`src/hdl/cafc_defs.vh`:
```
`ifndef CAFC_DEFS_VH
`define CAFC_DEFS_VH
// register byte addresses
`define CAFC_A_CTRL      8'h00
`define CAFC_A_FILTER    8'h04
`define CAFC_A_MASK      8'h08
`define CAFC_A_SINGLE    8'h0C
`define CAFC_A_PRIO      8'h10
`define CAFC_A_CMD       8'h14
`define CAFC_A_ERRCNT    8'h18
`define CAFC_A_STATUS    8'h1C
`define CAFC_A_IRQ_MASK  8'h20
`define CAFC_A_PROTO     8'h24
`define CAFC_A_VCAL      8'h28
`define CAFC_A_VOLT      8'h2C
`define CAFC_A_REPLY     8'h30
// ctrl bits
`define CAFC_C_FLOW      0
`define CAFC_C_ECHO      1
`define CAFC_C_LEN       2
`define CAFC_C_HDR       3
`define CAFC_C_MON       4
`define CAFC_C_AUTO      5
`define CAFC_C_J1939     6
`define CAFC_C_WIDE      7
// cmd codes (write to CMD register)
`define CAFC_K_DEFAULTS  4'h1
`define CAFC_K_AUTO_RX   4'h2
`define CAFC_K_FAULT_MON 4'h3
`define CAFC_K_DESCRIBE  4'h4
`define CAFC_K_NUMBER    4'h5
`define CAFC_K_ERRSHOW   4'h6
`define CAFC_K_VCAL      4'h7
`define CAFC_K_FLT11     4'h8
`define CAFC_K_FLT29     4'h9
`define CAFC_K_MSK11     4'hA
`define CAFC_K_MSK29     4'hB
`define CAFC_K_SINGLE11  4'hC
`define CAFC_K_SINGLE29  4'hD
// status bits
`define CAFC_S_ACCEPT    0
`define CAFC_S_DISCARD   1
`define CAFC_S_FC_SENT   2
`define CAFC_S_CMD_ERR   3
`define CAFC_S_OFFLINE   4
// resets and widths
`define CAFC_CTRL_RST    8'h07
`define CAFC_FILTER_RST  29'h00000000
`define CAFC_MASK_RST    29'h00000000
`define CAFC_PRIO_RST    5'h18
`define CAFC_VSCALE_RST  16'h1000
`define CAFC_PROTO_RST   4'h0
`define CAFC_ID11        11
`define CAFC_ID29        29
`define CAFC_ERR_OFF     9'h100
`define CAFC_ERR_LIMIT   9'h0FF
`define CAFC_CH_A        8'h41
`define CAFC_CH_O        8'h4F
`define CAFC_CH_F        8'h46
`define CAFC_BRESP_OK    2'b00
`define CAFC_BRESP_ERR   2'b10
`endif

```
`src/hdl/cafc_filter.v`:
```
`timescale 1ns/1ps
`include "cafc_defs.vh"
module cafc_filter
(
  input  wire        clk,
  input  wire        rst,
  input  wire [7:0]  s_axi_awaddr,
  input  wire        s_axi_awvalid,
  output reg         s_axi_awready,
  input  wire [31:0] s_axi_wdata,
  input  wire [3:0]  s_axi_wstrb,
  input  wire        s_axi_wvalid,
  output reg         s_axi_wready,
  output reg  [1:0]  s_axi_bresp,
  output reg         s_axi_bvalid,
  input  wire        s_axi_bready,
  input  wire [7:0]  s_axi_araddr,
  input  wire        s_axi_arvalid,
  output reg         s_axi_arready,
  output reg  [31:0] s_axi_rdata,
  output reg  [1:0]  s_axi_rresp,
  output reg         s_axi_rvalid,
  input  wire        s_axi_rready,
  input  wire [28:0] rx_id,
  input  wire        rx_id_done,
  input  wire        rx_first_frame,
  input  wire        tx_err_inc,
  input  wire        rx_err_inc,
  input  wire        err_clear,
  input  wire        length_display_default_param,
  input  wire [3:0]  stored_protocol,
  input  wire [15:0] voltage_raw,
  input  wire [7:0]  host_rx_char,
  input  wire        host_rx_valid,
  output reg         rx_accept,
  output reg         rx_discard,
  output reg         fc_send,
  output reg  [7:0]  echo_char,
  output reg         echo_valid,
  output reg  [28:0] tx_id,
  output reg         length_show,
  output reg         fault_mon_active,
  output reg         bus_offline,
  output reg         irq
);

  reg [7:0]  ctrl_q;
  reg [28:0] filter_q;
  reg [28:0] mask_q;
  reg [28:0] single_q;
  reg [4:0]  prio_q;
  reg [4:0]  stat_q;
  reg [4:0]  imask_q;
  reg [3:0]  proto_q;
  reg [15:0] vcal_q;
  reg [15:0] vscale_q;
  reg [31:0] reply_q;
  reg [8:0]  tx_err_q;
  reg [8:0]  rx_err_q;
  reg [7:0]  aw_q;
  reg [31:0] w_q;
  reg [3:0]  ws_q;
  reg        aw_h;
  reg        w_h;
  reg [4:0]  ev;
  wire       wr_go;
  wire       match;
  wire [15:0] vcal_bin;
  wire [31:0] vprod;
  wire [31:0] vquot;

  assign wr_go = aw_h & w_h & ~s_axi_bvalid;
  assign match = ((rx_id ^ filter_q) & mask_q) == 29'h00000000;

  // decimal dd.dd to binary hundredths
  assign vcal_bin = vcal_q[15:12] * 16'd1000 + vcal_q[11:8] * 16'd100
                  + vcal_q[7:4] * 16'd10 + {12'h000, vcal_q[3:0]};
  assign vprod = {16'h0000, vcal_bin} * 32'h00001000;
  // new factor so that raw times factor over 4096 gives the target
  assign vquot = vprod / {16'h0000, voltage_raw};

  always @*
  begin
    ev = 5'h00;
    ev[`CAFC_S_ACCEPT]  = rx_id_done & match;
    ev[`CAFC_S_DISCARD] = rx_id_done & ~match;
    ev[`CAFC_S_FC_SENT] = rx_id_done & match & rx_first_frame
                        & ctrl_q[`CAFC_C_FLOW] & ~ctrl_q[`CAFC_C_MON];
    ev[`CAFC_S_OFFLINE] = (tx_err_q > `CAFC_ERR_LIMIT) & ~bus_offline;
  end

  // write channel capture
  always @(posedge clk)
  begin
    if (rst)
    begin
      aw_h          <= 1'b0;
      w_h           <= 1'b0;
      s_axi_awready <= 1'b0;
      s_axi_wready  <= 1'b0;
      s_axi_bvalid  <= 1'b0;
      s_axi_bresp   <= `CAFC_BRESP_OK;
      aw_q          <= 8'h00;
      w_q           <= 32'h00000000;
      ws_q          <= 4'h0;
    end
    else
    begin
      s_axi_awready <= ~aw_h & ~s_axi_awready & s_axi_awvalid;
      s_axi_wready  <= ~w_h & ~s_axi_wready & s_axi_wvalid;
      if (s_axi_awvalid & s_axi_awready)
      begin
        aw_h <= 1'b1;
        aw_q <= s_axi_awaddr;
      end
      if (s_axi_wvalid & s_axi_wready)
      begin
        w_h  <= 1'b1;
        w_q  <= s_axi_wdata;
        ws_q <= s_axi_wstrb;
      end
      if (wr_go)
      begin
        aw_h         <= 1'b0;
        w_h          <= 1'b0;
        s_axi_bvalid <= 1'b1;
        s_axi_bresp  <= (aw_q > `CAFC_A_REPLY) ? `CAFC_BRESP_ERR : `CAFC_BRESP_OK;
      end
      else if (s_axi_bvalid & s_axi_bready)
        s_axi_bvalid <= 1'b0;
    end
  end

  // configuration registers and commands
  always @(posedge clk)
  begin
    if (rst)
    begin
      ctrl_q   <= `CAFC_CTRL_RST;
      filter_q <= `CAFC_FILTER_RST;
      mask_q   <= `CAFC_MASK_RST;
      single_q <= 29'h00000000;
      prio_q   <= `CAFC_PRIO_RST;
      imask_q  <= 5'h00;
      proto_q  <= `CAFC_PROTO_RST;
      vcal_q   <= 16'h0000;
      vscale_q <= `CAFC_VSCALE_RST;
      reply_q  <= 32'h00000000;
      fault_mon_active <= 1'b0;
      stat_q   <= 5'h00;
    end
    else
    begin
      stat_q <= stat_q | ev;
      if (wr_go)
      begin
        case (aw_q)
          `CAFC_A_CTRL:     if (ws_q[0]) ctrl_q <= w_q[7:0];
          `CAFC_A_FILTER:   filter_q <= w_q[28:0];
          `CAFC_A_MASK:     mask_q <= w_q[28:0];
          `CAFC_A_SINGLE:   single_q <= w_q[28:0];
          `CAFC_A_PRIO:     if (ws_q[0]) prio_q <= w_q[4:0];
          `CAFC_A_VCAL:     vcal_q <= w_q[15:0];
          `CAFC_A_IRQ_MASK: imask_q <= w_q[4:0];
          `CAFC_A_STATUS:   stat_q <= (stat_q & ~w_q[4:0]) | ev;
          `CAFC_A_CMD:
          begin
            case (w_q[3:0])
              `CAFC_K_DEFAULTS:
              begin
                proto_q  <= stored_protocol;
                filter_q <= `CAFC_FILTER_RST;
                mask_q   <= `CAFC_MASK_RST;
                single_q <= 29'h00000000;
                prio_q   <= `CAFC_PRIO_RST;
                ctrl_q   <= `CAFC_CTRL_RST;
              end
              `CAFC_K_AUTO_RX:
              begin
                filter_q <= `CAFC_FILTER_RST;
                mask_q   <= `CAFC_MASK_RST;
              end
              `CAFC_K_FAULT_MON:
                if (ctrl_q[`CAFC_C_J1939])
                  fault_mon_active <= 1'b1;
                else
                  stat_q[`CAFC_S_CMD_ERR] <= 1'b1;
              `CAFC_K_DESCRIBE:
                reply_q <= {ctrl_q[`CAFC_C_AUTO] ? `CAFC_CH_A : 8'h00, 20'h00000, proto_q};
              `CAFC_K_NUMBER:
                reply_q <= {ctrl_q[`CAFC_C_AUTO] ? `CAFC_CH_A : 8'h00, 20'h00000, proto_q};
              `CAFC_K_ERRSHOW:
                reply_q <= (tx_err_q > `CAFC_ERR_LIMIT)
                         ? {`CAFC_CH_O, `CAFC_CH_F, `CAFC_CH_F, rx_err_q[7:0]}
                         : {8'h00, tx_err_q[7:0], 8'h00, rx_err_q[7:0]};
              `CAFC_K_VCAL:
                if (voltage_raw != 16'h0000)
                  vscale_q <= vquot[15:0];
              `CAFC_K_FLT11:   filter_q <= {18'h00000, w_q[26:16]};
              `CAFC_K_FLT29:   filter_q <= single_q;
              `CAFC_K_MSK11:   mask_q <= {18'h00000, single_q[10:0]};
              `CAFC_K_MSK29:   mask_q <= single_q;
              `CAFC_K_SINGLE11:
              begin
                filter_q <= {18'h00000, single_q[10:0]};
                mask_q   <= {18'h00000, 11'h7FF};
              end
              `CAFC_K_SINGLE29:
              begin
                filter_q <= single_q;
                mask_q   <= 29'h1FFFFFFF;
              end
              default: reply_q <= reply_q;
            endcase
          end
          default: reply_q <= reply_q;
        endcase
      end
    end
  end

  // error counters
  always @(posedge clk)
  begin
    if (rst)
    begin
      tx_err_q    <= 9'h000;
      rx_err_q    <= 9'h000;
      bus_offline <= 1'b0;
    end
    else if (err_clear)
    begin
      tx_err_q    <= 9'h000;
      rx_err_q    <= 9'h000;
      bus_offline <= 1'b0;
    end
    else
    begin
      if (tx_err_inc & (tx_err_q != `CAFC_ERR_OFF))
        tx_err_q <= tx_err_q + 9'h001;
      if (rx_err_inc & (rx_err_q != `CAFC_ERR_LIMIT))
        rx_err_q <= rx_err_q + 9'h001;
      if (tx_err_q > `CAFC_ERR_LIMIT)
        bus_offline <= 1'b1;
    end
  end

  // receive decisions and echo
  always @(posedge clk)
  begin
    if (rst)
    begin
      rx_accept   <= 1'b0;
      rx_discard  <= 1'b0;
      fc_send     <= 1'b0;
      echo_char   <= 8'h00;
      echo_valid  <= 1'b0;
      tx_id       <= 29'h00000000;
      length_show <= 1'b0;
      irq         <= 1'b0;
    end
    else
    begin
      rx_accept  <= ev[`CAFC_S_ACCEPT];
      rx_discard <= ev[`CAFC_S_DISCARD];
      fc_send    <= ev[`CAFC_S_FC_SENT];
      echo_valid <= host_rx_valid & ctrl_q[`CAFC_C_ECHO];
      if (host_rx_valid)
        echo_char <= host_rx_char;
      tx_id       <= {prio_q, single_q[23:0]};
      length_show <= (ctrl_q[`CAFC_C_LEN] ^ length_display_default_param)
                   & ctrl_q[`CAFC_C_HDR];
      irq         <= |(stat_q & imask_q);
    end
  end

  // read channel
  always @(posedge clk)
  begin
    if (rst)
    begin
      s_axi_arready <= 1'b0;
      s_axi_rvalid  <= 1'b0;
      s_axi_rdata   <= 32'h00000000;
      s_axi_rresp   <= `CAFC_BRESP_OK;
    end
    else
    begin
      s_axi_arready <= s_axi_arvalid & ~s_axi_arready & ~s_axi_rvalid;
      if (s_axi_arvalid & s_axi_arready)
      begin
        s_axi_rvalid <= 1'b1;
        s_axi_rresp  <= `CAFC_BRESP_OK;
        case (s_axi_araddr)
          `CAFC_A_CTRL:     s_axi_rdata <= {24'h000000, ctrl_q};
          `CAFC_A_FILTER:   s_axi_rdata <= {3'b000, filter_q};
          `CAFC_A_MASK:     s_axi_rdata <= {3'b000, mask_q};
          `CAFC_A_SINGLE:   s_axi_rdata <= {3'b000, single_q};
          `CAFC_A_PRIO:     s_axi_rdata <= {27'h0000000, prio_q};
          `CAFC_A_CMD:      s_axi_rdata <= {31'h00000000, fault_mon_active};
          `CAFC_A_ERRCNT:   s_axi_rdata <= {7'h00, tx_err_q, 7'h00, rx_err_q};
          `CAFC_A_STATUS:   s_axi_rdata <= {27'h0000000, stat_q};
          `CAFC_A_IRQ_MASK: s_axi_rdata <= {27'h0000000, imask_q};
          `CAFC_A_PROTO:    s_axi_rdata <= {28'h0000000, proto_q};
          `CAFC_A_VCAL:     s_axi_rdata <= {vscale_q, vcal_q};
          `CAFC_A_VOLT:     s_axi_rdata <= {16'h0000, voltage_raw};
          `CAFC_A_REPLY:    s_axi_rdata <= reply_q;
          default:
          begin
            s_axi_rdata <= 32'h00000000;
            s_axi_rresp <= `CAFC_BRESP_ERR;
          end
        endcase
      end
      else if (s_axi_rvalid & s_axi_rready)
        s_axi_rvalid <= 1'b0;
    end
  end

endmodule

```
`config.mk`:
```
export PLATFORM = sky130hd
export DESIGN_NAME = cafc_filter
export DESIGN_NICKNAME = d
export VERILOG_FILES = /design/src/hdl/cafc_filter.v
export VERILOG_INCLUDE_DIRS = /design/src /design/src/hdl
export SDC_FILE = /design/constraint.sdc
export NUM_CORES = 2
export LEC_CHECK = 0
export ABC_AREA = 1
export BUFFER_PORTS_ARGS = -buffer_cell sky130_fd_sc_hd__buf_2
export CAP_MARGIN = 10
export CORE_UTILIZATION = 38
export DETAILED_ROUTE_END_ITERATION = 12
export GPL_ROUTABILITY_DRIVEN = 0
export SLEW_MARGIN = 5
export SYNTH_ARGS = -nofsm -noshare
export SYNTH_HDL_FRONTEND = slang
export SYNTH_SLANG_ARGS = --single-unit
```
`constraint.sdc`:
```
create_clock -name clk -period 73.4 [get_ports clk]
set_input_delay 3.67 -clock clk [delete_from_list [all_inputs] [get_ports clk]]
set_output_delay 3.67 -clock clk [all_outputs]
set_load 0.02 [all_outputs]
```
# --- After elaboration in Yosys (flattened, before gate mapping) ---
# Cells that the tools add are included.
op_classes:
  n_lt_le_gt_ge: 2
  muxes: 28
  n_shift: 0
  bitwise: 41
  n_div: 1
  n_reduce_logical: 30
  eq_ne: 40
  mul: 3
  n_addsub: 5
op_table:
  columns: ["cell", "count"]
  rows:
  - ["case mux 32 bit (13 select lines)", 1]
  - ["case mux 29 bit (2 select lines)", 3]
  - ["case mux 29 bit (5 select lines)", 1]
  - ["case mux 29 bit (4 select lines)", 1]
  - ["case mux 32 bit (2 select lines)", 1]
  - ["equality test 8 x 5 -> 1 bit (second input constant)", 7]
  - ["equality test 8 x 6 -> 1 bit (second input constant)", 7]
  - ["divider 28 x 16 -> 32 bit", 1]
  - ["equality test 8 x 4 -> 1 bit (second input constant)", 4]
  - ["two-way mux 31 bit", 1]
  - ["AND 29 bit", 1]
  - ["logical NOT 29 bit", 1]
  - ["two-way mux 29 bit", 1]
  - ["XOR 29 bit", 1]
  - ["equality test 4 bit (second input constant)", 6]
  - ["AND 1 bit", 23]
  - ["adder 9 x 1 -> 9 bit (second input constant)", 2]
  - ["adder 15 x 8 -> 16 bit", 1]
  - ["adder 16 x 4 -> 16 bit", 1]
  - ["equality test 4 x 3 -> 1 bit (second input constant)", 4]
  - ["equality test 8 x 3 -> 1 bit (second input constant)", 2]
  - ["logical NOT 8 bit", 2]
  - ["two-way mux 8 bit", 2]
  - ["case mux 8 bit (2 select lines)", 1]
  - ["34 further kinds", 75]
totals:
  latchBits: 0
  inputBits: 123
  ram_bits: 0
  elab_cells: 186
  n_memories: 0
  register_bits: 322
  out_inout_bits: 86
  mem_bits_ro: 0

# --- Longest topological paths before layout ---
depth:
  word_depth: 12
  ltp_mapped: 513
  mapped_depth_nobuf: 470

# --- Least setup slack after synthesis ---
# Ideal clock, no wire load.
synth_path:
  kind: "input -> register"
  startpoint: "input port voltage_raw[0]"
  endpoint: "register vscale_q[0]"
  required_time_ns: 73.291
  cell_stages: 488
  setup_time_ns: 0.109
  arrival_time_ns: 70.299
  path_buffers: 44
  setup_slack_ns: 2.992
  path_cell_list: "clkinv_1 -> clkbuf_1 -> ha_1 -> nor2_1 -> o21bai_1 -> nand3_1 -> nor2_1 -> ha_1 -> nand2_1 -> nand2_1 -> nand2_1 -> nand2_2 -> nand2_1 -> or2_1 -> inv_1 -> ha_1 -> o21ai_1 -> nand2_1 -> [452 not listed] -> nor2_4 -> clkbuf_1 -> o21ai_0 -> ha_1 -> a21oi_1 -> nor2_1 -> a211oi_1 -> o221ai_1 -> nor2_1 -> o21ai_0 -> inv_1 -> nand2_1 -> nor2_1 -> nand3_1 -> nor2_2 -> nand3_1 -> nand2_1 -> inv_1"
synth_between:
  elab_chain_len: 2
  elab_cells_between_ends: 3
  cone_classes: "div: 1; reduce/logical: 2"
synth_rtl:
  columns: ["item", "line", "source"]
  rows:
  - ["start, declared", "cafc_filter.v:32", "input wire [15:0] voltage_raw,"]
  - ["branches (longest 2 deep; another with divider 28 x 16 -> 32 bit)", null, null]
  - ["end signal, assigned", "cafc_filter.v:147", "vscale_q <= `CAFC_VSCALE_RST;"]
  - ["end signal, assigned", "cafc_filter.v:198", "vscale_q <= vquot[15:0];"]
  - ["end, declared", "cafc_filter.v:56", "reg [15:0] vscale_q;"]
# Several ways; the timed one is not identified.
# A chain may end at the register's enable or synchronous reset.

# --- Final worst setup path ---
# Ends and elaborated chain as after synthesis.

==> results.json <==
{
  "grt.met2_usage": 0.415,
  "timing.max_cap.violations": 0,
  "critical_path.startpoint": "voltage_raw[0]",
  "clkSlewWorstSetupHoldPaths_ps": 70,
  "maximum_number_of_pins_on_one_net_before_global_route_repair": 113,
  "share_of_layout_cells_above_drive_strength_1": 0.182,
  "synthDistinctLibCells": 89,
  "timing.critical_path.from_type": "input port",
  "fin_skew_ps": 12.3,
  "postSynthRegisterBits": 306,
  "grt_use_total": 0.240,
  "fill_cells": 10828,
  "synth_edf_count": 0,
  "status": "complete, no violations",
  "relSlewSlack": 0.205,
  "port-buffer-count": 200,
  "synth.cell_area_um2": 40100,
  "detailed_router_s_first_iteration_violation_count": 2863,
  "met3_resource_use_gr": 0.0140,
  "antenna_found_initial": 7,
  "ant_nets": 0,
  "setup.reg_to_reg.worst_slack_ps": 9600,
  "criticalPathCategory": "input port to flip-flop",
  "drt_pass1_iterations": 5,
  "post-synth-top-area-fraction": 0.153,
  "vias_after_detailed_routing": 43506,
  "timing.critical_path.arrival_ps": 67210,
  "timing.hold.worst.class": "flip-flop to flip-flop",
  "ys_async_sr_fraction": 0,
  "route.final.wire_length_mm": 132,
  "holdCritStartpoint": "s_axi_arready$_SDFF_PP0_",
  "synth_seq_area_share": 0.153,
  "timing.critical_path.slowest_cell_delay_ps": 430,
  "cp_max_fo": 27,
  "grt_use_met1": 0.318,
  "critPathBufInv": 83,
  "cts-root-buf": "clkbuf_16",
  "required_ps": 73850,
  "nets": 7530,
  "synth_largest_area_cell": "dfxtp_1",
  "final_hold_violations": 0,
  "crit_top_cell": "nand2_1",
  "post_detailed_route_via_to_cell_ratio": 5.21,
  "slowest_stage": "ha_1",
  "tightest_slew_ps": 1190,
  "yosysWarningCount": 0,
  "post_synth_inst_count": 6323,
  "placement.setup.worst_slack_ps": 1740,
  "final_setup_vio_count": 0,
  "global_route_wire_length_before_repair_mm": 211,
  "dieArea_um2": 107000,
  "wire_per_inst_um": 15.8,
  "tritoncts": "done",
  "htree_num_levels": 1,
  "yosysMostFrequentCell": "nand2_1",
  "floorplan.initialDensity": 0.385,
  "grt.busiest_layer": "met2",
  "yosys_most_used_dff": "dfxtp_1",
  "finalMaxSlewViolations": 0,
  "fmax_mhz": 15.0,
  "path_delay_family": "compound AO/OA/AOI/OAI gates",
  "period_utilization_post_route": 0.910,
  "place_hpwl_mm": 103,
  "ioPinCount": 209,
  "floorplan.die.height_um": 327,
  "mean_instance_size_in_the_synthesized_netlist_um2": 6.34,
  "drc": 0,
  "clkLatencyLatePin_ps": 560,
  "cp-end-kind": "flip-flop",
  "yosys-top-cells-count": "nand2_1, inv_1, o21ai_0",
  "final_critical_path_setup_slack_ps": 6640,
  "clock-sinks": 306,
  "chipWidth_um": 327,
  "min_cycle_time_layout_ps": 66760,
  "cts.path.max_buffers": 3,
  "floorplan.core_area_um2": 104000,
  "fp-row-count": 118,
  "r2r_start": "vcal_q[14]$_SDFFE_PP0P_",
  "area_delta_synth_final_pct": 18.4,
  "via_count_of_the_first_global_routing_pass": 40522,
  "tritoncts_buffer_count": 27,
  "yosys-top-cells-area": "dfxtp_1, ha_1, nand2_1",
  "globalRouteOverflowTotal": 0
}
-- worst paths after layout --
path / end / depth (start not counted)
max reg2reg: vscale_q[0]$_SDFFE_PP0P_ / 431
min: s_axi_arready$_SDFF_PP0_ / 1
min reg2reg: s_axi_arready$_SDFF_PP0_ / 1
max: vscale_q[0]$_SDFFE_PP0P_ / 448
-- worst reg2reg max path: cells and delay by family (launching register included) --
kind                       cells  cell delay [ps]
DFF                            1              390
xor gates and xnor gates       2              280
and+or+nand+nor              171            20260
buffers and inverters         82             8560
adders and majority gates     34            11120
AOI/OAI and AO/OA            142            23140
-- metrics by stage --
step                utilization  TNS (ps)  hold WS [ps]  area (µm²)  instances
floorplan                     -         0           398       40100       6329
global placement          0.443         0           426       46100       8279
detailed placement        0.443         0           433       46100       8279
CTS                       0.451         0           446       47000       8326
global route              0.456      -206           464       47400       8354
finish                    0.456         0           446       47400       8356
-- timing repair --
item                                    in CTS  in global routing
hold buffers                                 0                  0
setup buffers                                0                 22
endpoints found under the setup margin       0                  3
endpoints found under the hold margin        0                  0
gates resized for setup                      0                 90
-- sequential cells by signal, summed over array words and instances (netlist names), 4 cells and up --
name,flops
aw_q,8
ctrl_q,8
echo_char,8
filter_q,29
imask_q,5
mask_q,29
prio_q,5
proto_q,4
reply_q,18
rx_err_q,9
s_axi_rdata,32
single_q,29
stat_q,5
tx_err_q,9
tx_id,29
vcal_q,16
vscale_q,16
w_q,29
-- cells by family after synthesis --
| logic type | after synthesis | share of synthesized area |
|---|---|---|
| simple gates | 2707 | 0.313 |
| compound gates | 1463 | 0.209 |
| buf+inv | 1058 | 0.107 |
| fa+ha+maj | 454 | 0.145 |
| xor+xnor | 333 | 0.0728 |
| flops | 306 | 0.153 |
| other cells | 1 | 0.0000936 |
| mux | 1 | 0.000250 |
-- layout make-up --
cell class | instances | area, µm² | share of cell area
multi-input cells | 4967 | 30000 | 0.632
repair buffers | 767 | 5300 | 0.112
clock buffers | 32 | 734 | 0.0155
clock inverters | 15 | 149 | 0.00314
diodes | 5 | 12.5 | 0.000264
inverters | 883 | 3430 | 0.0723
flip-flops and latches | 306 | 6130 | 0.129
well taps | 1380 | 1730 | 0.0364
repair inverters | 1 | 5.00 | 0.000105
-- routing by layer --
layer | part of all wire | up-vias
met5 | 0.00011 | -
met4 | 0.029 | 2
met3 | 0.046 | 183
met2 | 0.46 | 1074
met1 | 0.46 | 19874
li1 | - | 22373
-- cells in the final DEF, fill, tap and decap left out, types with 26 or more instances in the layout --
cell type / instances
nor3_1: 58
nand2_2: 81
xor2_1: 200
buf_2: 198
a211oi_1: 45
clkbuf_16: 27
a21oi_2: 36
o21ai_1: 79
a21oi_1: 458
xnor2_1: 133
nor2_2: 30
inv_2: 37
o211ai_1: 42
nand3_2: 46
o21bai_1: 26
ha_1: 436
nor2_4: 30
dfxtp_1: 306
nand4_1: 93
nor2_1: 489
a221oi_1: 34
nand2_4: 39
a31oi_1: 83
o21ai_0: 510
buf_4: 564
or2_2: 63
nand3_1: 319
inv_1: 803
nand2_1: 1374
Power is not shown: default switching activity piles up to over one toggle a cycle in this logic, so the estimate is an artifact.
